### config.mk
export PLATFORM = sky130hd
export DESIGN_NAME = tmr_timer2
export DESIGN_NICKNAME = d
export VERILOG_FILES = /design/src/rtl/tmr_pkg.sv /design/src/rtl/tmr_timer2.sv
export SDC_FILE = /design/constraint.sdc
export NUM_CORES = 1
export LEC_CHECK = 0
export CAP_MARGIN = 20
export CORE_ASPECT_RATIO = 0.5
export CORE_MARGIN = 8
export CORE_UTILIZATION = 25
export DETAILED_ROUTE_END_ITERATION = 8
export DONT_BUFFER_PORTS = 1
export PLACE_DENSITY = 0.44
export SETUP_SLACK_MARGIN = 0.05
export SYNTH_ARGS = -nofsm -noshare
export SYNTH_HDL_FRONTEND = slang
export SYNTH_SLANG_ARGS = --single-unit
### constraint.sdc
create_clock -name clk -period 2.3 [get_ports clk]
set_input_delay 0.115 -clock clk [delete_from_list [all_inputs] [get_ports clk]]
set_output_delay 0.115 -clock clk [all_outputs]
set_load 0.005 [all_outputs]
### src/rtl/tmr_pkg.sv
package tmr_pkg;
	// Oscillator periods per machine cycle and per state time
	localparam int OSC_PER_MCYCLE = 12;
	localparam int OSC_PER_STATE  = 2;
	localparam logic [3:0] MCYC_LAST  = 4'hb;
	localparam logic [3:0] STATE_LAST = 4'h1;
	// Phase at which the overflow flag lands (state 2 phase 2)
	localparam logic [3:0] PHASE_STATE_TWO_PHASE_TWO = 4'h3;
	localparam logic [15:0] CNT_RESET = 16'h0000;
	localparam logic [15:0] CNT_MAX   = 16'hffff;
	// Baud divider: serial rate is overflow rate over 16
	localparam logic [3:0] BAUD_DIV_LAST = 4'hf;

	// Control register fields
	typedef struct packed {
		logic ovf_flag;
		logic ext_flag;
		logic rx_clock_select;
		logic tx_clock_select;
		logic ext_trigger_enable;
		logic run_control;
		logic counter_timer_select;
		logic capture_not_reload;
	} tmr_ctrl_type;
	localparam logic [7:0] CTRL_RESET = 8'h00;

	// Register offsets on the plain port
	localparam logic [2:0] ADDR_CTRL   = 3'h0;
	localparam logic [2:0] ADDR_MODE   = 3'h1;
	localparam logic [2:0] ADDR_CNT_LO = 3'h2;
	localparam logic [2:0] ADDR_CNT_HI = 3'h3;
	localparam logic [2:0] ADDR_CAP_LO = 3'h4;
	localparam logic [2:0] ADDR_CAP_HI = 3'h5;
	localparam int         MODE_OE_BIT = 1;

	// Register port request
	typedef struct packed {
		logic       wr;
		logic       rd;
		logic [2:0] addr;
		logic [7:0] wdata;
	} tmr_bus_type;
endpackage

### src/rtl/tmr_timer2.sv
`timescale 1ns/1ns
`default_nettype none
// Function
// [RQ1] Capture mode, trigger disabled: 16-bit timer/counter, overflow sets overflow flag.
// [RQ2] Capture mode, trigger enabled: trigger falling edge copies count into capture registers.
// [RQ3] Qualifying trigger falling edge also sets the external event flag.
// [RQ4] Interrupt request is OR of overflow flag and external event flag.
// [RQ5] Flags are cleared only by software, never on service.
// [RQ6] Either tx or rx clock select bit enables baud generator mode.
// [RQ7] Baud mode: high byte rollover reloads count from capture/reload registers.
// [RQ8] Serial baud tick is timer overflow rate divided by 16.
// [RQ9] Timer counts per machine cycle; baud generator counts per state time.
// [RQ10] Baud rate is osc over 32 times (65536 minus reload).
// [RQ11] Baud mode rollover sets no overflow flag and no interrupt.
// [RQ12] Baud mode trigger edge sets event flag, never reloads.
// [RQ13] Software stops the timer before touching count or reload registers.
// [RQ14] Software clears counter select and sets clock out enable for clock-out.
// [RQ15] Clock-out drives 50% square wave on shared count pin.
// [RQ16] Clock-out frequency is osc over 4 times (65536 minus reload).
// [RQ17] Clock-out rollovers raise no interrupt.
// [RQ18] Baud generation and clock-out run together from one reload value.
// [RQ19] Overflow flag set at state two phase two of overflow cycle.
// [RQ20] Counter select 0 counts internal clock, 1 counts external pulses. In baud mode the code counts state times whatever the select.
// [RQ21] Shared pin also serves as external count input.
// [RQ22] External falling edge recognised after two machine cycles of samples.
// [RQ23] Trigger and count pins synchronised; edges found by per-cycle samples.
module tmr_timer2
	import tmr_pkg::*;
(
	input  wire logic        clk,
	input  wire logic        sys_rst,
	input  wire tmr_bus_type bus,
	output logic [7:0]       rdata,
	input  wire logic        trigger_input,
	input  wire logic        count_pin_in,
	output logic             count_pin_out,
	output logic             count_pin_oe,
	output logic             timer_irq,
	output logic             baud_tick
);

	tmr_ctrl_type ctrl_q;
	logic         clock_out_enable_q;
	logic [15:0]  count_q;
	logic [15:0]  reload_q;
	logic [3:0]   phase_q;
	logic [2:0]   trig_sync_q;
	logic [2:0]   cnt_sync_q;
	logic         trig_lvl_q;
	logic         cnt_lvl_q;
	logic         trig_smp_q;
	logic         cnt_smp_q;
	logic         clk_out_q;
	logic [3:0]   baud_div_q;
	logic [7:0]   rdata_q;
	logic         mcycle_tick;
	logic         state_tick;
	logic         baud_mode;
	logic         clkout_mode;
	logic         trig_fall;
	logic         cnt_fall;
	logic         inc_en;
	logic         rollover;
	logic         ovf_set;
	logic         ext_set;

	// Oscillator phase within one machine cycle
	always_ff @(posedge clk) begin
		if (sys_rst || phase_q == MCYC_LAST)
			phase_q <= 4'h0;
		else
			phase_q <= phase_q + 4'h1;
	end

	// Overflow lands at state two phase two so the interrupt logic sees it that cycle
	assign mcycle_tick = (phase_q == PHASE_STATE_TWO_PHASE_TWO);              // RQ19
	assign state_tick  = phase_q[0] == STATE_LAST[0];          // RQ9

	// Three-stage synchronisers; change counts when stages two and three agree
	always_ff @(posedge clk) begin
		if (sys_rst) begin
			trig_sync_q <= 3'h7;
			cnt_sync_q  <= 3'h7;
			trig_lvl_q  <= 1'b1;
			cnt_lvl_q   <= 1'b1;
		end else begin
			trig_sync_q <= {trig_sync_q[1:0], trigger_input};
			cnt_sync_q  <= {cnt_sync_q[1:0], count_pin_in};
			if (trig_sync_q[2] == trig_sync_q[1])
				trig_lvl_q <= trig_sync_q[2];             // RQ23
			if (cnt_sync_q[2] == cnt_sync_q[1])
				cnt_lvl_q <= cnt_sync_q[2];               // RQ23
		end
	end

	// Samples taken once per machine cycle; edge is seen one cycle after the high sample
	always_ff @(posedge clk) begin
		if (sys_rst) begin
			trig_smp_q <= 1'b1;
			cnt_smp_q  <= 1'b1;
		end else if (mcycle_tick) begin
			trig_smp_q <= trig_lvl_q;
			cnt_smp_q  <= cnt_lvl_q;
		end
	end
	assign trig_fall = mcycle_tick && trig_smp_q && !trig_lvl_q;             // RQ23
	assign cnt_fall  = mcycle_tick && cnt_smp_q && !cnt_lvl_q;               // RQ22

	assign baud_mode   = ctrl_q.tx_clock_select || ctrl_q.rx_clock_select;   // RQ6
	assign clkout_mode = clock_out_enable_q && !ctrl_q.counter_timer_select;

	// Count source: baud and clock-out run per state time, else machine cycle or pin
	always_comb begin
		if (!ctrl_q.run_control)
			inc_en = 1'b0;
		else if (baud_mode || clkout_mode)
			inc_en = state_tick;                                            // RQ9 RQ18
		else if (ctrl_q.counter_timer_select)
			inc_en = cnt_fall;                                              // RQ20 RQ21
		else
			inc_en = mcycle_tick;                                           // RQ9 RQ20
	end
	assign rollover = inc_en && (count_q == CNT_MAX);

	// Plain timer overflow only; baud and clock-out rollovers stay silent
	assign ovf_set = rollover && !baud_mode && !clkout_mode;                // RQ1 RQ11 RQ17
	assign ext_set = trig_fall && ctrl_q.ext_trigger_enable;                // RQ3 RQ12

	// Count register; reload on rollover in baud, clock-out or auto-reload mode
	always_ff @(posedge clk) begin
		if (sys_rst)
			count_q <= CNT_RESET;
		else if (bus.wr && bus.addr == ADDR_CNT_LO)
			count_q[7:0] <= bus.wdata;                                      // RQ13
		else if (bus.wr && bus.addr == ADDR_CNT_HI)
			count_q[15:8] <= bus.wdata;
		else if (rollover && (baud_mode || clkout_mode || !ctrl_q.capture_not_reload))
			count_q <= reload_q;                                            // RQ7 RQ10 RQ16
		else if (ext_set && !baud_mode && !ctrl_q.capture_not_reload)
			count_q <= reload_q;
		else if (inc_en)
			count_q <= count_q + 16'h0001;                                  // RQ1
	end

	// Capture registers; a trigger edge in baud mode never captures
	always_ff @(posedge clk) begin
		if (sys_rst)
			reload_q <= CNT_RESET;
		else if (ext_set && !baud_mode && ctrl_q.capture_not_reload)
			reload_q <= count_q;                                            // RQ2
		else if (bus.wr && bus.addr == ADDR_CAP_LO)
			reload_q[7:0] <= bus.wdata;
		else if (bus.wr && bus.addr == ADDR_CAP_HI)
			reload_q[15:8] <= bus.wdata;
	end

	// Control register; hardware set wins over a software clear in the same cycle
	always_ff @(posedge clk) begin
		if (sys_rst)
			ctrl_q <= tmr_ctrl_type'(CTRL_RESET);
		else begin
			if (bus.wr && bus.addr == ADDR_CTRL)
				ctrl_q <= tmr_ctrl_type'(bus.wdata);
			if (ovf_set)
				ctrl_q.ovf_flag <= 1'b1;                                    // RQ5 RQ19
			if (ext_set)
				ctrl_q.ext_flag <= 1'b1;                                    // RQ5 RQ3
		end
	end

	// Mode register holds only the clock-out enable
	always_ff @(posedge clk) begin
		if (sys_rst)
			clock_out_enable_q <= 1'b0;
		else if (bus.wr && bus.addr == ADDR_MODE)
			clock_out_enable_q <= bus.wdata[MODE_OE_BIT];                   // RQ14
	end

	// Clock-out toggles on each rollover for a 50% duty square wave
	always_ff @(posedge clk) begin
		if (sys_rst || !clkout_mode)
			clk_out_q <= 1'b0;
		else if (rollover)
			clk_out_q <= !clk_out_q;                                        // RQ15 RQ16
	end
	assign count_pin_out = clk_out_q;
	assign count_pin_oe  = clkout_mode;                                     // RQ15

	// Divide rollovers by 16 for the serial port bit tick
	always_ff @(posedge clk) begin
		if (sys_rst || !baud_mode)
			baud_div_q <= 4'h0;
		else if (rollover)
			baud_div_q <= baud_div_q + 4'h1;                                // RQ8
	end
	assign baud_tick = baud_mode && rollover && (baud_div_q == BAUD_DIV_LAST); // RQ8 RQ10

	assign timer_irq = ctrl_q.ovf_flag || ctrl_q.ext_flag;                  // RQ4

	// Read data one cycle after the strobe, zero otherwise
	always_ff @(posedge clk) begin
		if (sys_rst || !bus.rd)
			rdata_q <= 8'h00;
		else begin
			case (bus.addr)
				ADDR_CTRL:   rdata_q <= ctrl_q;
				ADDR_MODE:   rdata_q <= {6'h00, clock_out_enable_q, 1'b0};
				ADDR_CNT_LO: rdata_q <= count_q[7:0];
				ADDR_CNT_HI: rdata_q <= count_q[15:8];
				ADDR_CAP_LO: rdata_q <= reload_q[7:0];
				ADDR_CAP_HI: rdata_q <= reload_q[15:8];
				default:     rdata_q <= 8'h00;
			endcase
		end
	end
	assign rdata = rdata_q;

	// Interrupt request follows the two flags in the same cycle
	AST_IRQ_OR: assert property (@(posedge clk) disable iff (sys_rst) // RQ4
		timer_irq == (ctrl_q.ovf_flag || ctrl_q.ext_flag))
		else $error("irq not OR of flags");

	// Request only rises from a hardware set or a software write of the flags
	AST_IRQ_RISE: assert property (@(posedge clk) disable iff (sys_rst) // RQ4
		$rose(timer_irq)
		|-> $past(ovf_set || ext_set) || $past(bus.wr && bus.addr == ADDR_CTRL))
		else $error("irq rose without cause");

	// A plain timer overflow always lands in the flag
	AST_OVF_SET: assert property (@(posedge clk) disable iff (sys_rst) // RQ1
		ovf_set
		|=> ctrl_q.ovf_flag)
		else $error("overflow flag not set");

	// The overflow flag never appears on its own
	AST_OVF_CAUSE: assert property (@(posedge clk) disable iff (sys_rst) // RQ1
		$rose(ctrl_q.ovf_flag)
		|-> $past(ovf_set) || $past(bus.wr && bus.addr == ADDR_CTRL))
		else $error("overflow flag set without overflow");

	// Overflow is only flagged on the state two phase two tick
	AST_OVF_PHASE: assert property (@(posedge clk) disable iff (sys_rst) // RQ19
		ovf_set
		|-> mcycle_tick)
		else $error("overflow flagged off phase");

	// Only a software write may clear the overflow flag
	AST_FLAG_STICKY: assert property (@(posedge clk) disable iff (sys_rst) // RQ5
		ctrl_q.ovf_flag && !(bus.wr && bus.addr == ADDR_CTRL)
		|=> ctrl_q.ovf_flag)
		else $error("overflow flag dropped");

	// Only a software write may clear the event flag
	AST_EXT_STICKY: assert property (@(posedge clk) disable iff (sys_rst) // RQ5
		ctrl_q.ext_flag && !(bus.wr && bus.addr == ADDR_CTRL)
		|=> ctrl_q.ext_flag)
		else $error("event flag dropped");

	// Baud rollovers stay silent
	AST_BAUD_NO_OVF: assert property (@(posedge clk) disable iff (sys_rst) // RQ11
		baud_mode && rollover
		|-> !ovf_set)
		else $error("baud rollover set flag");

	// Baud rollover reloads the whole count from the reload registers
	AST_BAUD_RELOAD: assert property (@(posedge clk) disable iff (sys_rst) // RQ7
		baud_mode && rollover && !bus.wr
		|=> count_q == $past(reload_q))
		else $error("no reload");

	// Baud mode advances once per state time
	AST_BAUD_STEP: assert property (@(posedge clk) disable iff (sys_rst) // RQ9
		baud_mode && ctrl_q.run_control && state_tick && !rollover && !bus.wr
		|=> count_q == $past(count_q) + 16'h0001)
		else $error("baud count did not step");

	// Plain timer advances only on the machine-cycle tick
	AST_TIMER_STEP: assert property (@(posedge clk) disable iff (sys_rst) // RQ20
		ctrl_q.run_control && !ctrl_q.counter_timer_select && !baud_mode && !clkout_mode
		&& !rollover && !ext_set && !bus.wr
		|=> count_q == $past(count_q) + {15'h0000, $past(mcycle_tick)})
		else $error("timer count off rate");

	// Counter advances only on a recognised pin fall
	AST_COUNTER_STEP: assert property (@(posedge clk) disable iff (sys_rst) // RQ22
		ctrl_q.run_control && ctrl_q.counter_timer_select && !baud_mode
		&& !rollover && !ext_set && !bus.wr
		|=> count_q == $past(count_q) + {15'h0000, $past(cnt_fall)})
		else $error("counter off pin edges");

	// No second recognised fall within eight clocks of the first
	AST_FALL_SPACING: assert property (@(posedge clk) disable iff (sys_rst) // RQ22
		cnt_fall
		|=> !cnt_fall [*8])
		else $error("pin falls too close");

	// Trigger edge in capture mode copies the count
	AST_CAPTURE: assert property (@(posedge clk) disable iff (sys_rst) // RQ2
		ext_set && !baud_mode && ctrl_q.capture_not_reload
		|=> reload_q == $past(count_q))
		else $error("capture missed");

	// Reload registers move only on capture or software write
	AST_CAPTURE_CAUSE: assert property (@(posedge clk) disable iff (sys_rst) // RQ2
		!$stable(reload_q)
		|-> $past(ext_set && !baud_mode && ctrl_q.capture_not_reload)
		|| $past(bus.wr && (bus.addr == ADDR_CAP_LO || bus.addr == ADDR_CAP_HI)))
		else $error("reload registers changed without cause");

	// Qualifying trigger edge sets the event flag
	AST_EXT_FLAG: assert property (@(posedge clk) disable iff (sys_rst) // RQ3
		ext_set
		|=> ctrl_q.ext_flag)
		else $error("event flag not set");

	// Event flag never appears on its own
	AST_EXT_CAUSE: assert property (@(posedge clk) disable iff (sys_rst) // RQ3
		$rose(ctrl_q.ext_flag)
		|-> $past(ext_set) || $past(bus.wr && bus.addr == ADDR_CTRL))
		else $error("event flag set without edge");

	// Baud mode trigger edge neither reloads nor captures
	AST_BAUD_EXT_NO_LOAD: assert property (@(posedge clk) disable iff (sys_rst) // RQ12
		baud_mode && ext_set && !rollover && !bus.wr
		|=> count_q == $past(count_q) + {15'h0000, $past(inc_en)} && reload_q == $past(reload_q))
		else $error("baud trigger moved count");

	// Clock-out rollovers stay silent
	AST_CLKOUT_NO_OVF: assert property (@(posedge clk) disable iff (sys_rst) // RQ17
		clkout_mode && rollover
		|-> !ovf_set)
		else $error("clock-out rollover set flag");

	// Clock-out pin flips on each rollover
	AST_CLKOUT_TOGGLE: assert property (@(posedge clk) disable iff (sys_rst) // RQ15
		clkout_mode && rollover && !bus.wr
		|=> count_pin_out != $past(count_pin_out))
		else $error("clock-out missed toggle");

	// Clock-out pin holds between rollovers, which keeps the duty at half
	AST_CLKOUT_HOLD: assert property (@(posedge clk) disable iff (sys_rst) // RQ16
		clkout_mode && !rollover && !bus.wr
		|=> count_pin_out == $past(count_pin_out))
		else $error("clock-out changed between rollovers");

	// Divider steps once per baud rollover
	AST_BAUD_DIV: assert property (@(posedge clk) disable iff (sys_rst) // RQ8
		baud_mode && rollover && !bus.wr
		|=> baud_div_q == $past(baud_div_q) + 4'h1)
		else $error("baud divider off");

	// Trigger level only moves once two synchroniser stages agree
	AST_SYNC_AGREE: assert property (@(posedge clk) disable iff (sys_rst) // RQ23
		!$stable(trig_lvl_q)
		|-> $past(trig_sync_q[2] == trig_sync_q[1]))
		else $error("trigger level moved on disagreement");

	// State tick every second oscillator period
	AST_STATE_RATE: assert property (@(posedge clk) disable iff (sys_rst) // RQ9
		state_tick
		|=> !state_tick ##1 state_tick)
		else $error("state tick not every 2");

	// Main scenarios reached
	COV_OVF: cover property (@(posedge clk) disable iff (sys_rst) ovf_set);
	COV_CAPTURE: cover property (@(posedge clk) disable iff (sys_rst)
		ext_set && ctrl_q.capture_not_reload);
	COV_BAUD: cover property (@(posedge clk) disable iff (sys_rst) baud_tick);
	COV_CLKOUT: cover property (@(posedge clk) disable iff (sys_rst) clkout_mode && rollover);
	COV_COUNT: cover property (@(posedge clk) disable iff (sys_rst)
		cnt_fall && ctrl_q.run_control && ctrl_q.counter_timer_select);

endmodule // tmr_timer2
`default_nettype wire

==> Flow_metrics.wiki <==
{| class="wikitable"
! Metric !! Value
|-
| Result of the run || finished clean
|-
| Clk slew on worst S/H paths || 0.06 ns
|-
| Area added between synthesis and finish || 28.6%
|-
| HPWL after DPL || 8830 um
|-
| DRC violations left || 0
|-
| # diodes || 0
|-
| Endpoints failing hold || 0
|-
| Worst Tran Pin Value || 0.683 ns
|-
| Launch instance of the worst register-to-register path || phase_q[1]$_SDFF_PP0_
|-
| Pin count of the biggest net entering global routing || 45
|-
| YS warnings || 0
|-
| Dpl ws || -0.0293 ns
|-
| Mean cell area of the mapped netlist || 8.56 um^2
|-
| Number of clock sinks seen by CTS || 68
|-
| Crit-path slowest cell || dfxtp_2
|-
| Fraction of synthesis flops using an asynchronous set or reset pin || 0
|-
| Chip Width || 189 um
|-
| Post-synth EDFFs || 0
|-
| Site Rows || 31
|-
| Ratio of total power to cell area || 600 nW/um^2
|-
| Chip Height || 103 um
|-
| CTS buffer count || 9
|-
| DRT antenna net count || 0
|-
| Final worst path period need || 2.14 ns
|-
| Depth of the worst register-to-register path || 9
|-
| Final worst-path cycle share || 0.931
|-
| Critical path fanouts, max || 9
|-
| Switching part of the total || 0.237
|-
| Standard cell core area || 14,600 um^2
|-
| CP max stage delay || 0.35 ns
|-
| Part of the total power dissipated in sequential elements || 0.425
|-
| Count of cell types in the netlist || 64
|-
| Setup repair after global routing missed its margin || yes
|-
| Clock Latency Late Sink || 0.34 ns
|-
| Remaining max-slew budget at the tightest pin || 0.543
|-
| Vias in the first global route || 3,259
|-
| Max Cap Violations || 0
|-
| Bufs on Longest Clock Path || 2
|-
| Number of DRC markers in iteration 0 || 239
|-
| Most used DFF post-synth || dfxtp_1
|-
| Most area-hungry cell type in the Yosys netlist || dfxtp_1
|-
| Crit path required time || 2.53 ns
|-
| CTS tree || built
|-
| Leakage power summed over all cells || 0.00196 uW
|-
| Maximum level of the CTS H-tree || 3
|-
| Routed vias || 3,448
|-
| Number of stages on the worst setup path || 9
|-
| Post-synthesis cell area || 3760 um^2
|-
| I/O Buffers || 0
|-
| Final setup violation count || 0
|-
| Final Total Pwr || 2900 uW
|-
| Terminus of the critical flop-to-flop path || count_q[4]$_SDFFE_PP0P_
|-
| Detail-routed via count per cell || 5.00
|-
| Die Outline Area || 19,500 um^2
|-
| Total overflow reported by the global router || 0
|-
| Global-route wire length before repair || 20,000 um
|-
| Worst Hold Class || in -> reg
|-
| Bufs and invs on worst path || 1
|-
| Layout cells sized above 1 || 0.215
|-
| Sequential share of the synthesized area || 0.362
|-
| Pins Over Slew Limit || 0
|-
| Gate family responsible for the most delay along the worst path || compound AO/OA/AOI/OAI gates
|-
| WL per Instance || 18.3 um
|-
| Synthesis-stage register bit count || 68
|-
| Launching instance or port of the critical path || phase_q[1]$_SDFF_PP0_
|-
| Hold WS || 0.0156 ns
|-
| Highest Clock Rate || 467 MHz
|-
| Combinational Power Share || 0.082
|-
| Last weighted congestion value of the routability-driven placer || 0.834
|-
| Cell Chain, Critical Path || ha_4 > nor3b_4 > nand3_2 > o31ai_4 > a21oi_4 > buf_12 > mux2i_1 > a31o_1 > a22o_1
|-
| Share of the synthesized area in the top cell type || 0.362
|-
| Data arrival time at the worst-slack endpoint || 2.37 ns
|-
| Final Skew || 0.00420 ns
|-
| Critical setup path kind || reg -> reg
|-
| Clock Power Share || 0.494
|-
| Element type at the critical path end || flip-flop
|-
| Total internal power || 2210 uW
|-
| Detailed Routing Iterations Pass 1 || 5
|-
| Slack of the worst reg-to-reg path || 0.16 ns
|-
| Critical Path Source Type || flip-flop
|-
| Number of placed I/O pins || 29
|-
| Number of cells produced by synthesis || 439
|-
| Largest vdd supply drop || 0.313 mV
|-
| Number of antenna violations at the first check in global routing || 0
|-
| Crit path capture || count_q[4]$_SDFFE_PP0P_
|-
| Total Nets Final || 507
|-
| Post-Synthesis Net Count || 459
|-
| Final Worst Setup Slack || 0.158 ns
|-
| Area contributors post-synth || dfxtp_1 36%, mux2i_1 10%, nor2_1 4.9%, a21oi_1 4.7%, nand2_1 4.0%
|-
| Clk Tree Root Cell || clkbuf_16
|-
| Net Switching || 689 uW
|-
| Global router's overall resource usage || 0.135
|-
| Total wire length || 12,600 um
|-
| Initial cell density of the core || 0.258
|}
[cells in the mapped netlist (6+ instances only)]
| cell type | instances |
|---|---|
| dfxtp_1 | 68 |
| nor2_1 | 49 |
| nand2_1 | 40 |
| mux2i_1 | 38 |
| a21oi_1 | 35 |
| a211oi_1 | 19 |
| clkbuf_1 | 18 |
| nand3_1 | 13 |
| a22oi_1 | 12 |
| nor3_1 | 10 |
| xnor2_1 | 10 |
| or2_2 | 9 |
| o21ai_0 | 8 |
| xor2_1 | 7 |
| inv_1 | 6 |
[worst min path at each step]
| stage | to | slack (ns) | cells after the start | start |
|---|---|---|---|---|
| after floorplan | cnt_sync_q[0]$_SDFF_PP1_ | 0.22 | 1 | count_pin_in |
| after global placement | reload_q[5]$_SDFFE_PP0P_ | 0.19 | 1 | sys_rst |
| after detailed placement | reload_q[7]$_SDFFE_PP0P_ | 0.20 | 1 | sys_rst |
| after CTS | reload_q[8]$_SDFFE_PP0P_ | 0.006 | 2 | bus[0] |
| after global routing | reload_q[11]$_SDFFE_PP0P_ | 0.02 | 2 | bus[3] |
| final | reload_q[8]$_SDFFE_PP0P_ | 0.02 | 2 | bus[0] |
[flip-flops by register name, summed over array words and instances (netlist names)]
signal,cells
ctrl_q,8
trig_lvl_q,1
trig_sync_q,3
cnt_smp_q,1
count_pin_out,1
reload_q,16
phase_q,4
clock_out_enable_q,1
cnt_lvl_q,1
trig_smp_q,1
baud_div_q,4
cnt_sync_q,3
count_q,16
rdata,8
[cell usage in the layout, fill, tap and decap left out, types with 3 or more instances in the layout]
| cell type | count |
|---|---|
| nor3b_1 | 3 |
| o211ai_1 | 4 |
| or2_2 | 9 |
| nand2b_1 | 5 |
| a22oi_1 | 12 |
| and2_1 | 3 |
| nand2_1 | 40 |
| nor2b_1 | 3 |
| a211oi_1 | 19 |
| buf_4 | 48 |
| nand4_1 | 3 |
| o21bai_1 | 5 |
| dfxtp_1 | 66 |
| a221o_1 | 3 |
| a21oi_1 | 34 |
| nor2_1 | 49 |
| nand3_1 | 11 |
| a31oi_1 | 4 |
| a21o_1 | 4 |
| a22o_1 | 3 |
| mux2_2 | 5 |
| clkbuf_16 | 9 |
| dlygate4sd3_1 | 12 |
| nor3_1 | 9 |
| mux2i_1 | 37 |
| inv_1 | 6 |
| o21ai_0 | 7 |
| xor2_1 | 7 |
| xnor2_1 | 10 |
[metal layers]
layer	share of wire	track usage	vias to the layer above
met5	0	0	-
met4	0.012	0.0406	0
met3	0.051	0.0290	13
met2	0.43	0.201	84
met1	0.51	0.190	1667
li1	-	-	1684
[cell families after synthesis]
family / Yosys count / share of synthesized area
adder cells (fa/ha/maj): 3 / 0.00998
flip-flops: 68 / 0.362
AO/OA/AOI/OAI: 115 / 0.211
XOR/XNOR: 17 / 0.0396
buffers and inverters: 34 / 0.0383
multiplexers: 44 / 0.119
AND/OR/NAND/NOR: 158 / 0.220
[cell type report]
| class | instances | area, um^2 |
|---|---|---|
| Tap cell | 198 | 248 |
| Clock buffer | 12 | 256 |
| Fill cell | 1536 | 9750 |
| Sequential cell | 68 | 1370 |
| Multi-Input combinational cell | 337 | 2350 |
| Timing Repair Buffer | 64 | 543 |
| Clock inverter | 4 | 47.5 |
| Inverter | 7 | 26.3 |
[repair_timing]
| item | CTS | global route |
|---|---|---|
| hold endpoints to repair | 61 | 0 |
| endpoints found under the setup margin | 7 | 20 |
| pin swaps | 1 | 2 |
| gates resized for setup | 1 | 13 |
| hold buffers | 13 | 0 |
| setup buffers | 1 | 1 |
[per-stage QoR]
stage | setup TNS (ns) | cell area [um^2] | std cells | utilization
3_5_place_dp | -0.0293 | 4300 | 659 | 0.295
2_1_floorplan | 0 | 3790 | 439 | -
3_3_place_gp | -0.0566 | 4300 | 659 | 0.295
6_report | 0 | 4830 | 690 | 0.332
4_1_cts | 0 | 4760 | 689 | 0.327
5_1_grt | 0 | 4830 | 690 | 0.332
[power by group through the flow]
stage / Sequential, uW / Clock, uW / Combinational [uW]
2_1_floorplan: 1250 / 0 / 141
5_1_grt: 1230 / 1510 / 259
3_5_place_dp: 1260 / 0 / 180
6_report: 1230 / 1430 / 237
3_3_place_gp: 1260 / 0 / 181
4_1_cts: 1230 / 1460 / 227
No activity file was read; power rests on OpenSTA's default activity.
